File: config.mk
export PLATFORM = sky130hd
export DESIGN_NAME = pls_regs
export DESIGN_NICKNAME = d
export VERILOG_FILES = /design/src/shared/pls_pkg.sv /design/src/shared/pls_srch_if.sv /design/src/logic/pls_srch_eval.sv /design/src/logic/pls_regs.sv
export SDC_FILE = /design/constraint.sdc
export NUM_CORES = 1
export LEC_CHECK = 0
export BUFFER_PORTS_ARGS = -buffer_cell sky130_fd_sc_hd__buf_4
export CAP_MARGIN = 40
export CORE_ASPECT_RATIO = 1.5
export CORE_UTILIZATION = 49
export DETAILED_ROUTE_END_ITERATION = 7
export HOLD_SLACK_MARGIN = 0.02
export PLACE_DENSITY = 0.7
export SYNTH_ARGS = -nofsm -noshare
export SYNTH_HDL_FRONTEND = slang
export SYNTH_SLANG_ARGS = --single-unit
File: constraint.sdc
create_clock -name sys_clk_i -period 3.5 [get_ports sys_clk_i]
set_input_delay 0.175 -clock sys_clk_i [delete_from_list [all_inputs] [get_ports sys_clk_i]]
set_output_delay 0.175 -clock sys_clk_i [all_outputs]
set_load 0.05 [all_outputs]
File: src/shared/pls_pkg.sv
package pls_pkg;
  localparam int unsigned NCH = 8;
  // Register page addresses
  localparam logic [15:0] ADDR_PIN_STATE = 16'h0088;
  localparam logic [15:0] ADDR_OUT_LATCH = 16'h0089;
  localparam logic [15:0] ADDR_ACT_LATCH = 16'h008A;
  localparam logic [15:0] ADDR_SRCH_MASK = 16'h008B;
  localparam logic [15:0] ADDR_SRCH_POL = 16'h008C;
  localparam logic [15:0] ADDR_CTRL_STAT = 16'h008D;
  localparam logic [15:0] ADDR_PAGE_END = 16'h008F;
  // Control/status field positions
  localparam int unsigned CS_SRC_BIT = 0;
  localparam int unsigned CS_COMB_BIT = 1;
  localparam int unsigned CS_PINMODE_BIT = 2;
  localparam int unsigned CS_PWRUP_BIT = 3;
  localparam int unsigned CS_SUPPLY_BIT = 7;
  // Writable control bits b3..b0
  localparam logic [7:0] CS_WR_MASK = 8'h0F;
  // Reset values and fixed fill/undefined byte constants
  localparam logic [7:0] MASK_RST = 8'h00;
  localparam logic [7:0] POL_RST = 8'h00;
  localparam logic [7:0] ACT_RST = 8'h00;
  localparam logic [7:0] CTRL_RST = 8'h08;
  localparam logic [7:0] OUT_ALL_OFF = 8'hFF;
  localparam logic [7:0] FILL_BYTE = 8'hFF;
  localparam logic [7:0] UNDEF_BYTE = 8'h00;
  localparam logic [7:0] BYTE_ZERO = 8'h00;
  // Device command kinds seen by the register page
  typedef enum logic [2:0] {
    PLS_CMD_NONE,
    PLS_CMD_READ_REG,
    PLS_CMD_CHAN_WRITE,
    PLS_CMD_SRCH_WRITE,
    PLS_CMD_CLR_ACT
  } pls_cmd_t;
endpackage

File: src/shared/pls_srch_if.sv
`timescale 1ns/100ps
`default_nettype none
// Search-condition inputs from the register page to the evaluator
interface pls_srch_if;
  logic [7:0] mask;
  logic [7:0] pol;
  logic [7:0] pins;
  logic [7:0] act;
  logic src_sel;
  logic comb_and;
  logic pwr_flag;
  logic match;
  modport page (output mask, output pol, output pins, output act, output src_sel, output comb_and,
                output pwr_flag, input match);
  modport eval (input mask, input pol, input pins, input act, input src_sel, input comb_and,
                input pwr_flag, output match);
endinterface
`default_nettype wire

File: src/logic/pls_srch_eval.sv
`timescale 1ns/100ps
`default_nettype none
module pls_srch_eval (
  pls_srch_if.eval s
);
  import pls_pkg::*;
  logic [7:0] src;
  logic [7:0] hit;
  logic any_hit;
  logic all_hit;
  // Pick source, compare to polarity, form both terms
  always_comb begin
    src = s.src_sel ? s.act : s.pins;
    hit = ~(src ^ s.pol) & s.mask;
    any_hit = |hit;
    all_hit = (s.mask != BYTE_ZERO) && (hit == s.mask);
    s.match = s.pwr_flag | (s.comb_and ? all_hit : any_hit);
  end
endmodule
`default_nettype wire

File: src/logic/pls_regs.sv
`timescale 1ns/100ps
`default_nettype none
module pls_regs (
  input wire logic sys_clk_i,
  input wire logic reset_n_i,
  input wire logic soft_reinit_i,
  input wire logic addressed_i,
  input wire logic high_speed_req_i,
  input wire logic high_speed_clr_i,
  input wire logic cmd_valid_i,
  input wire pls_pkg::pls_cmd_t cmd_i,
  input wire logic [15:0] addr_i,
  input wire logic [7:0] wdata_i,
  input wire logic [7:0] channel_io_i,
  input wire logic reset_or_strobe_pin_i,
  input wire logic supply_present_i,
  input wire logic strobe_req_i,
  output logic [7:0] rdata_o,
  output logic rdata_valid_o,
  output logic [7:0] channel_io_oe_o,
  output logic [7:0] channel_io_o,
  output logic reset_or_strobe_pin_o,
  output logic reset_or_strobe_pin_oe_o,
  output logic search_response_o,
  output logic high_speed_flag_o
);
  import pls_pkg::*;

  logic [7:0] out_latch_r;
  logic [7:0] act_latch_r;
  logic [7:0] mask_r;
  logic [7:0] pol_r;
  logic [3:0] ctrl_r;
  logic supply_r;
  logic [7:0] pin_prev_r;
  logic pin_prev_vld_r;
  logic rst_pin_prev_r;
  logic [15:0] wr_addr_r;
  logic wr_open_r;
  logic strobe_r;
  logic [7:0] ctrl_view;
  logic cmd_ok;
  logic rst_pulse;
  logic rst_mode_in;
  logic [7:0] rd_byte;
  logic [15:0] srch_addr;

  pls_srch_if srch ();

  // Address-decoded read data of the register page
  function automatic logic [7:0] page_read(input logic [15:0] a, input logic [7:0] pins, input logic [7:0] ol,
                                            input logic [7:0] al, input logic [7:0] m, input logic [7:0] p,
                                            input logic [7:0] c);
    logic [7:0] v;
    v = UNDEF_BYTE;
    if (a == ADDR_PIN_STATE) begin
      v = pins;
    end else if (a == ADDR_OUT_LATCH) begin
      v = ol;
    end else if (a == ADDR_ACT_LATCH) begin
      v = al;
    end else if (a == ADDR_SRCH_MASK) begin
      v = m;
    end else if (a == ADDR_SRCH_POL) begin
      v = p;
    end else if (a == ADDR_CTRL_STAT) begin
      v = c;
    end else if (a > ADDR_CTRL_STAT && a <= ADDR_PAGE_END) begin
      v = FILL_BYTE;
    end
    return v;
  endfunction

  // Qualified command and reset-pin decode
  always_comb begin
    cmd_ok = cmd_valid_i && addressed_i;
    rst_mode_in = ~ctrl_r[CS_PINMODE_BIT];
    rst_pulse = rst_mode_in && rst_pin_prev_r && !reset_or_strobe_pin_i;
    ctrl_view = BYTE_ZERO;
    ctrl_view[CS_SUPPLY_BIT] = supply_r;
    ctrl_view[3:0] = ctrl_r;
    srch_addr = (cmd_i == PLS_CMD_SRCH_WRITE && !wr_open_r) ? addr_i : wr_addr_r;
    rd_byte = page_read(addr_i, channel_io_i, out_latch_r, act_latch_r, mask_r, pol_r, ctrl_view);
  end

  // Output latch: channel write or a reset-pin pulse changes it; soft reinit leaves it alone
  always_ff @(posedge sys_clk_i) begin
    if (rst_pulse) begin
      out_latch_r <= OUT_ALL_OFF;
    end else if (cmd_ok && cmd_i == PLS_CMD_CHAN_WRITE) begin
      out_latch_r <= wdata_i;
    end
  end

  // Pin history for transition detection
  always_ff @(posedge sys_clk_i) begin
    if (!reset_n_i) begin
      pin_prev_r <= BYTE_ZERO;
      pin_prev_vld_r <= 1'b0;
      rst_pin_prev_r <= 1'b1;
    end else begin
      pin_prev_r <= channel_io_i;
      pin_prev_vld_r <= 1'b1;
      rst_pin_prev_r <= reset_or_strobe_pin_i;
    end
  end

  // Activity latches: set on any edge, set wins over clear
  always_ff @(posedge sys_clk_i) begin
    if (!reset_n_i) begin
      act_latch_r <= ACT_RST;
    end else if (rst_pulse || (cmd_ok && cmd_i == PLS_CMD_CLR_ACT)) begin
      act_latch_r <= pin_prev_vld_r ? (channel_io_i ^ pin_prev_r) : ACT_RST;
    end else if (pin_prev_vld_r) begin
      act_latch_r <= act_latch_r | (channel_io_i ^ pin_prev_r);
    end
  end

  // Search-register write pointer, auto-increments on every search write, also past control register
  always_ff @(posedge sys_clk_i) begin
    if (!reset_n_i || !addressed_i) begin
      wr_open_r <= 1'b0;
      wr_addr_r <= ADDR_SRCH_MASK;
    end else if (cmd_ok && cmd_i == PLS_CMD_SRCH_WRITE) begin
      wr_open_r <= 1'b1;
      wr_addr_r <= 16'(srch_addr + 16'h0001);
    end
  end

  // Mask, polarity and control registers
  always_ff @(posedge sys_clk_i) begin
    if (!reset_n_i) begin
      mask_r <= MASK_RST;
      pol_r <= POL_RST;
      ctrl_r <= CTRL_RST[3:0];
    end else if (cmd_ok && cmd_i == PLS_CMD_SRCH_WRITE) begin
      if (srch_addr == ADDR_SRCH_MASK) begin
        mask_r <= wdata_i;
      end else if (srch_addr == ADDR_SRCH_POL) begin
        pol_r <= wdata_i;
      end else if (srch_addr == ADDR_CTRL_STAT) begin
        ctrl_r <= wdata_i[3:0] & CS_WR_MASK[3:0];
      end
    end
  end

  // Supply status sampled each cycle
  always_ff @(posedge sys_clk_i) begin
    if (!reset_n_i) begin
      supply_r <= 1'b0;
    end else begin
      supply_r <= supply_present_i;
    end
  end

  // Speed flag: standard unless explicitly raised
  always_ff @(posedge sys_clk_i) begin
    if (!reset_n_i || high_speed_clr_i) begin
      high_speed_flag_o <= 1'b0;
    end else if (high_speed_req_i) begin
      high_speed_flag_o <= 1'b1;
    end
  end

  // Register read port; reads never touch the strobe
  always_ff @(posedge sys_clk_i) begin
    if (!reset_n_i) begin
      rdata_o <= BYTE_ZERO;
      rdata_valid_o <= 1'b0;
    end else begin
      rdata_valid_o <= cmd_ok && cmd_i == PLS_CMD_READ_REG;
      rdata_o <= rd_byte;
    end
  end

  // Strobe only from channel-access requests, never from register reads
  always_ff @(posedge sys_clk_i) begin
    if (!reset_n_i) begin
      strobe_r <= 1'b0;
    end else begin
      strobe_r <= strobe_req_i && ctrl_r[CS_PINMODE_BIT] && !(cmd_valid_i && cmd_i == PLS_CMD_READ_REG);
    end
  end

  // Pin drivers: open drain, drive low only
  always_ff @(posedge sys_clk_i) begin
    if (!reset_n_i) begin
      channel_io_oe_o <= BYTE_ZERO;
      channel_io_o <= BYTE_ZERO;
      reset_or_strobe_pin_oe_o <= 1'b0;
      reset_or_strobe_pin_o <= 1'b0;
    end else begin
      channel_io_oe_o <= rst_pulse ? BYTE_ZERO : ~out_latch_r;
      channel_io_o <= BYTE_ZERO;
      reset_or_strobe_pin_oe_o <= strobe_r;
      reset_or_strobe_pin_o <= 1'b0;
    end
  end

  assign srch.mask = mask_r;
  assign srch.pol = pol_r;
  assign srch.pins = channel_io_i;
  assign srch.act = act_latch_r;
  assign srch.src_sel = ctrl_r[CS_SRC_BIT];
  assign srch.comb_and = ctrl_r[CS_COMB_BIT];
  assign srch.pwr_flag = ctrl_r[CS_PWRUP_BIT];

  pls_srch_eval u_eval (
    .s(srch)
  );

  // Registered search response
  always_ff @(posedge sys_clk_i) begin
    if (!reset_n_i) begin
      search_response_o <= 1'b1;
    end else begin
      search_response_o <= srch.match;
    end
  end
endmodule
`default_nettype wire

Word-level counts from Yosys, hierarchy flattened:

Cells that the tools add are included.
Widths: inputs -> output; s select.

* word-level logic and storage cells: 88
* output and inout bits: 29
* bits of input ports: 45
* bits in registers: 85

* order comparisons: 2
* muxes and demuxes: 14
* bitwise operators: 11
* $add $sub $neg: 1
* equality and inequality tests: 14
* reduce and logical (&&, ||, !) cells: 28

Operators with widths (number)
* $eq 16x8->1 const B: 9
* $mux 8: 11
* $add 16x1->16 const B: 1
* $gt 16x8->1 const B: 1
* $le 16x8->1 const B: 1
* $mux 16: 1
* $not 8->8: 2
* $xor 8x8->8: 2
* $logic_and 1x1->1: 13
* $and 8x8->8: 1
* $eq 8x8->1: 1
* $or 8x8->8: 1
* $reduce_bool 8->1: 1
* $reduce_or 8->1: 1
* $eq 3x2->1 const B: 2
* $logic_not 1->1: 5
* $not 1->1: 4
* $reduce_and 4->1: 1
* $eq 3x1->1 const B: 1
* $eq 3x3->1 const B: 1
* $logic_or 1x1->1: 3
* $reduce_and 3->1: 1
* $mux 1: 2
* $reduce_and 2->1: 1
* 3 further kinds: 3

Longest topological paths before layout:

* word-level depth: 9
* mapped depth: 13
* mapped depth without buffers: 9

By module:

A second synthesis with hierarchy kept.

* cell total of the unflattened synthesis: 529
* area total of the unflattened synthesis: 4568.1 µm²

Modules (own cells, without submodules)
* pls_regs: times used 1, seq. area each 1701.6 µm², area an instance 4265.3 µm², cells an instance 488
* pls_srch_eval: times used 1, seq. area each 0.0 µm², area an instance 302.8 µm², cells an instance 41

Worst setup path after synthesis:

OpenSTA, ideal clock, no wires.

* path type: flip-flop to flip-flop
* from: reg wr_open_r
* to: reg wr_addr_r[4]
* path slack: 1.249 ns
* arrival: 2.177 ns
* setup time: 0.074 ns
* path buffers: 4
* stages on the path, launching flop included: 12
* data required time: 3.426 ns
* clock period less this slack: 2.251 ns
* cell sequence: dfxtp_1 and4bb_1 buf_4 buf_6 buf_2 mux2i_1 inv_1 ha_1 clkbuf_1 o21ai_0 a211o_1 a31oi_1

* longest elaborated chain between the ends: 4

Ends and longest elaborated chain
* start: declaration: line pls_regs.sv:39 `logic wr_open_r;`
* start signal: assignment: line pls_regs.sv:122 `wr_open_r <= 1'b0;`
* start signal: assignment: line pls_regs.sv:125 `wr_open_r <= 1'b1;`
* $logic_not 1->1: line pls_regs.sv:82 `srch_addr = (cmd_i == PLS_CMD_SRCH_WRITE && !wr_open_r) ? addr_i : wr_addr_r;`
* $logic_and 1x1->1: line pls_regs.sv:82
* $mux 16: line pls_regs.sv:82
* $add 16x1->16: line pls_regs.sv:126 `wr_addr_r <= 16'(srch_addr + 16'h0001);`
* end signal: assignment: line pls_regs.sv:126
* end: declaration: line pls_regs.sv:38 `logic [15:0] wr_addr_r;`

No other way between the ends.
A chain may end at the register's enable or synchronous reset.

Worst setup path after layout:

* from: reg wr_open_r
* to: reg wr_addr_r[12]

The elaborated chain is that of the path after synthesis.

==> run_results.csv <==
group,metric,value,unit
placement,dp_hpwl,9150,µm
critical_path,critPathArrivalTime,2.58,ns
floorplanning,io_pins,74,
timing,worst_slack,1.19,ns
drt,wl,12700,µm
critical_path,start_kind,"flop",
floorplanning,die_h,123,µm
placement,place_inst,705,
grt,antenna_found_initial,0,
layout,drive_gt1_share,16.6,%
critical_path,crit_path_top_delay_cell,"ha_1",
cts,cts_buffer_depth,2,
grt,grt_pass1_vias,4198,
floorplanning,coreArea,9360,µm²
floorplanning,fp-row-count,43,
timing,report.final.hold_viol_count,0,
drt,ant_nets,0,
critical_path,crit_fanout,14,
synthesis,synth.distinct_cells,75,
drt,vias,4417,
drt,routedLengthMet1,4520,µm
drt,wl_met2,6670,µm
drt,wl_per_cell,17.6,µm
synthesis,async_reset_ff_share,0,%
placement,dp_slack,1.22,ns
synthesis,synth_seq_area_share,35.8,%
timing,slew_headroom,40.8,%
drt,remaining_drc_errors,0,
cts,clk_pin_slew,0.06,ns
critical_path,cpMostUsedCell,"mux2i_1",
layout,stdcell_area,5470,µm²
critical_path,path_class,"flop to flop",
timing,worst_slew_pin_slew,0.886,ns
timing,finClkSkew,0.00529,ns
cts,htreeDepth,3,
timing,setup_viol,0,
drt,via_per_inst,6.13,
floorplanning,initial_core_util,50.8,%
synthesis,synth-seq-cells,85,
layout,final_cells,721,
flow_run,drv_cap,0,
cts,clkLatencyLatePin,0.34,ns
cts,cts_made_buffers,9,
critical_path,cp_data_required_time,3.77,ns
timing,finalCritPeriodShare,66.1,%
drt,drt_iter0_drc,225,
critical_path,crit_chain,"and4bb_1 -> mux2i_1 -> inv_1 -> ha_1 -> o21ai_0 -> a21oi_1 -> mux2i_1",
layout,area_delta_synth_final,15.1,%
placement,io_buffers,63,
pwr,leakagePower,2.23,nW
grt,gr-usage-all-layers,26.1,%
layout,n_antenna_cell,0,
grt,grt_pass1_wl,19700,µm
critical_path,slowest_delay,0.48,ns
hold_path,min_path_type,"input pin to flop",
floorplanning,fp.dieW,82.4,µm
placement,gp_congestion,0.957,
drt,dr.pass1.iters,5,
pwr,power.density,404,nW/µm²
cts,cts-root-buf,"clkbuf_16",
drt,wl_met3,712,µm
synthesis,synth_edf_count,0,
synthesis,yosys_warnings,0,
cts,clkSinkCount,85,
timing,period_needed,2.31,ns
floorplanning,dieArea,10100,µm²
synthesis,syn_inst,563,
synthesis,synthesis.area,4750,µm²
grt,grt_max_degree,45,
timing,slew_violations,0,
pwr,peakVddDrop,0.281,mV
status,status,"complete, no violations",
timing,setup-tns-final,0,ns
timing,rsz0062_at_grt,"no",
grt,grt_overflow_total,0,
cts,cts_tree,"built",
critical_path,end_kind,"flop",
synthesis,synth_ff_type,"dfxtp_1",
drt,routed.top_layer,"met4",
layout,nets,653,
timing,fmax,432,MHz
placement,placed_area,5160,µm²
synthesis,synth.avg_cell_area,8.44,µm²
## flip-flops by register name, indices dropped and copies added, names as in the netlist
signal and count:
wr_addr_r 16, reset_or_strobe_pin_oe_o 1, ctrl_r 4, out_latch_r 8, rst_pin_prev_r 1, wr_open_r 1
pin_prev_vld_r 1, supply_r 1, act_latch_r 8, mask_r 8, rdata_valid_o 1, strobe_r 1
pol_r 8, rdata_o 8, pin_prev_r 8, channel_io_oe_o 8, search_response_o 1, high_speed_flag_o 1
## Yosys cell counts (all sizes together) (2+ instances only)
| library cell | n | share of area [%] |
|---|---|---|
| mux2 | 5 | 1.3 |
| a211o | 2 | 0.37 |
| mux2i | 50 | 11 |
| o22a | 2 | 0.37 |
| o211a | 2 | 0.42 |
| and4 | 2 | 0.39 |
| a221o | 3 | 0.63 |
| o2111ai | 3 | 0.55 |
| o31a | 2 | 0.37 |
| or2 | 4 | 0.53 |
| a31oi | 7 | 0.92 |
| nand4 | 12 | 1.7 |
| and2b | 2 | 0.34 |
| a211oi | 3 | 0.47 |
| dfxtp | 85 | 36 |
| a22oi | 9 | 1.4 |
| nor4 | 10 | 1.3 |
| nand3 | 28 | 3.1 |
| a21oi | 23 | 2.4 |
| ha | 3 | 0.79 |
| and2 | 13 | 1.7 |
| o21ai | 22 | 2.3 |
| o32ai | 2 | 0.76 |
| nand2 | 84 | 6.8 |
| nor4b | 5 | 1.7 |
| o211ai | 6 | 0.95 |
| nand3b | 3 | 0.55 |
| nor3 | 11 | 1.3 |
| o221a | 4 | 0.95 |
| clkbuf | 19 | 1.9 |
| inv | 11 | 0.87 |
| and3 | 2 | 0.26 |
| nand2b | 9 | 1.2 |
| nor2b | 8 | 1.1 |
| xor2 | 10 | 1.8 |
| buf | 25 | 3.6 |
| nor2 | 43 | 3.4 |
| xnor2 | 8 | 1.5 |
| a311oi | 3 | 0.55 |
## per-stage QoR
stage	power (mW)	utilization, %	hold slack (ns)
CTS	2.22	58.5	0.0331
detailed placement	1.27	55.1	0.349
finish	2.21	58.5	0.0361
global route	2.30	58.5	0.0429
global placement	1.27	55.1	0.337
floorplan	1.19	-	0.203
## power breakdown
group	switching (mW)	leakage [nW]	internal [mW]
clock network	0.373	0.147	0.585
logic	0.155	1.40	0.0928
registers	0.0164	0.691	0.989
## placed cells by master (no fill, tap or decap), types with 4 or more instances in the layout
master / Yosys / layout
dfxtp_1: 85 / 85
nand2_1: 83 / 83
buf_4: 12 / 66
mux2i_1: 50 / 50
nor2_1: 43 / 43
nand3_1: 27 / 27
a21oi_1: 23 / 23
o21ai_0: 22 / 22
and2_1: 13 / 13
inv_1: 11 / 11
nand4_1: 11 / 11
nor3_1: 10 / 10
xor2_1: 10 / 10
nor4_1: 10 / 10
nand2b_1: 9 / 9
a22oi_1: 9 / 9
conb_1: 1 / 9
clkbuf_16: 0 / 9
nor2b_1: 8 / 8
xnor2_1: 8 / 8
a31oi_1: 7 / 7
o211ai_1: 6 / 6
o221a_1: 4 / 4
## cell type report
type	instances	area (µm²)
flip-flops and latches	85	1700
fillers	872	3890
clock buffers	11	253
inverters	11	41.3
repair buffers	67	505
multi-input cells	431	2780
well taps	112	140
clock inverters	4	47.5
## worst max-delay path: cells and delay by family, from the launching register on
kind / cells / cell delay (ns)
AOI/OAI and AO/OA: 2 / 0.64
muxes: 2 / 0.33
buffers and inverters: 1 / 0.13
DFF: 1 / 0.32
adders and majority gates: 1 / 0.48
and+or+nand+nor: 1 / 0.35
## worst paths after layout
check / start / slack [ns] / to / cells past startpoint
max: wr_open_r / 1.19 / wr_addr_r[12] / 7
min: reset_or_strobe_pin_i / 0.04 / rst_pin_prev_r / 2
max reg2reg: wr_open_r / 1.19 / wr_addr_r[12] / 7
min reg2reg: out_latch_r[6] / 0.41 / channel_io_oe_o[6] / 1
## what timing repair did
action,in CTS,in global routing
gates resized for setup,0,0
buffers inserted,0,0
hold endpoints to repair,1,0
hold buffers,1,0
setup endpoints to repair,0,0
## kinds of logic after synthesis
logic type,Yosys count,share of synthesized area (%)
AOI/OAI and AO/OA,104,15.4
xor gates and xnor gates,18,3.32
adders and majority gates,3,0.790
buffers and inverters,55,6.40
DFF,85,35.8
muxes,55,11.8
other,1,0.0789
and+or+nand+nor,242,26.4
## per-layer routing
layer / vias to the layer above / global-route usage, %
li1: 2083 / -
met1: 2083 / 26.5
met2: 196 / 46.6
met3: 55 / 4.61
met4: 0 / 18.2
met5: - / 0
No activity file was read; power rests on OpenSTA's default activity.
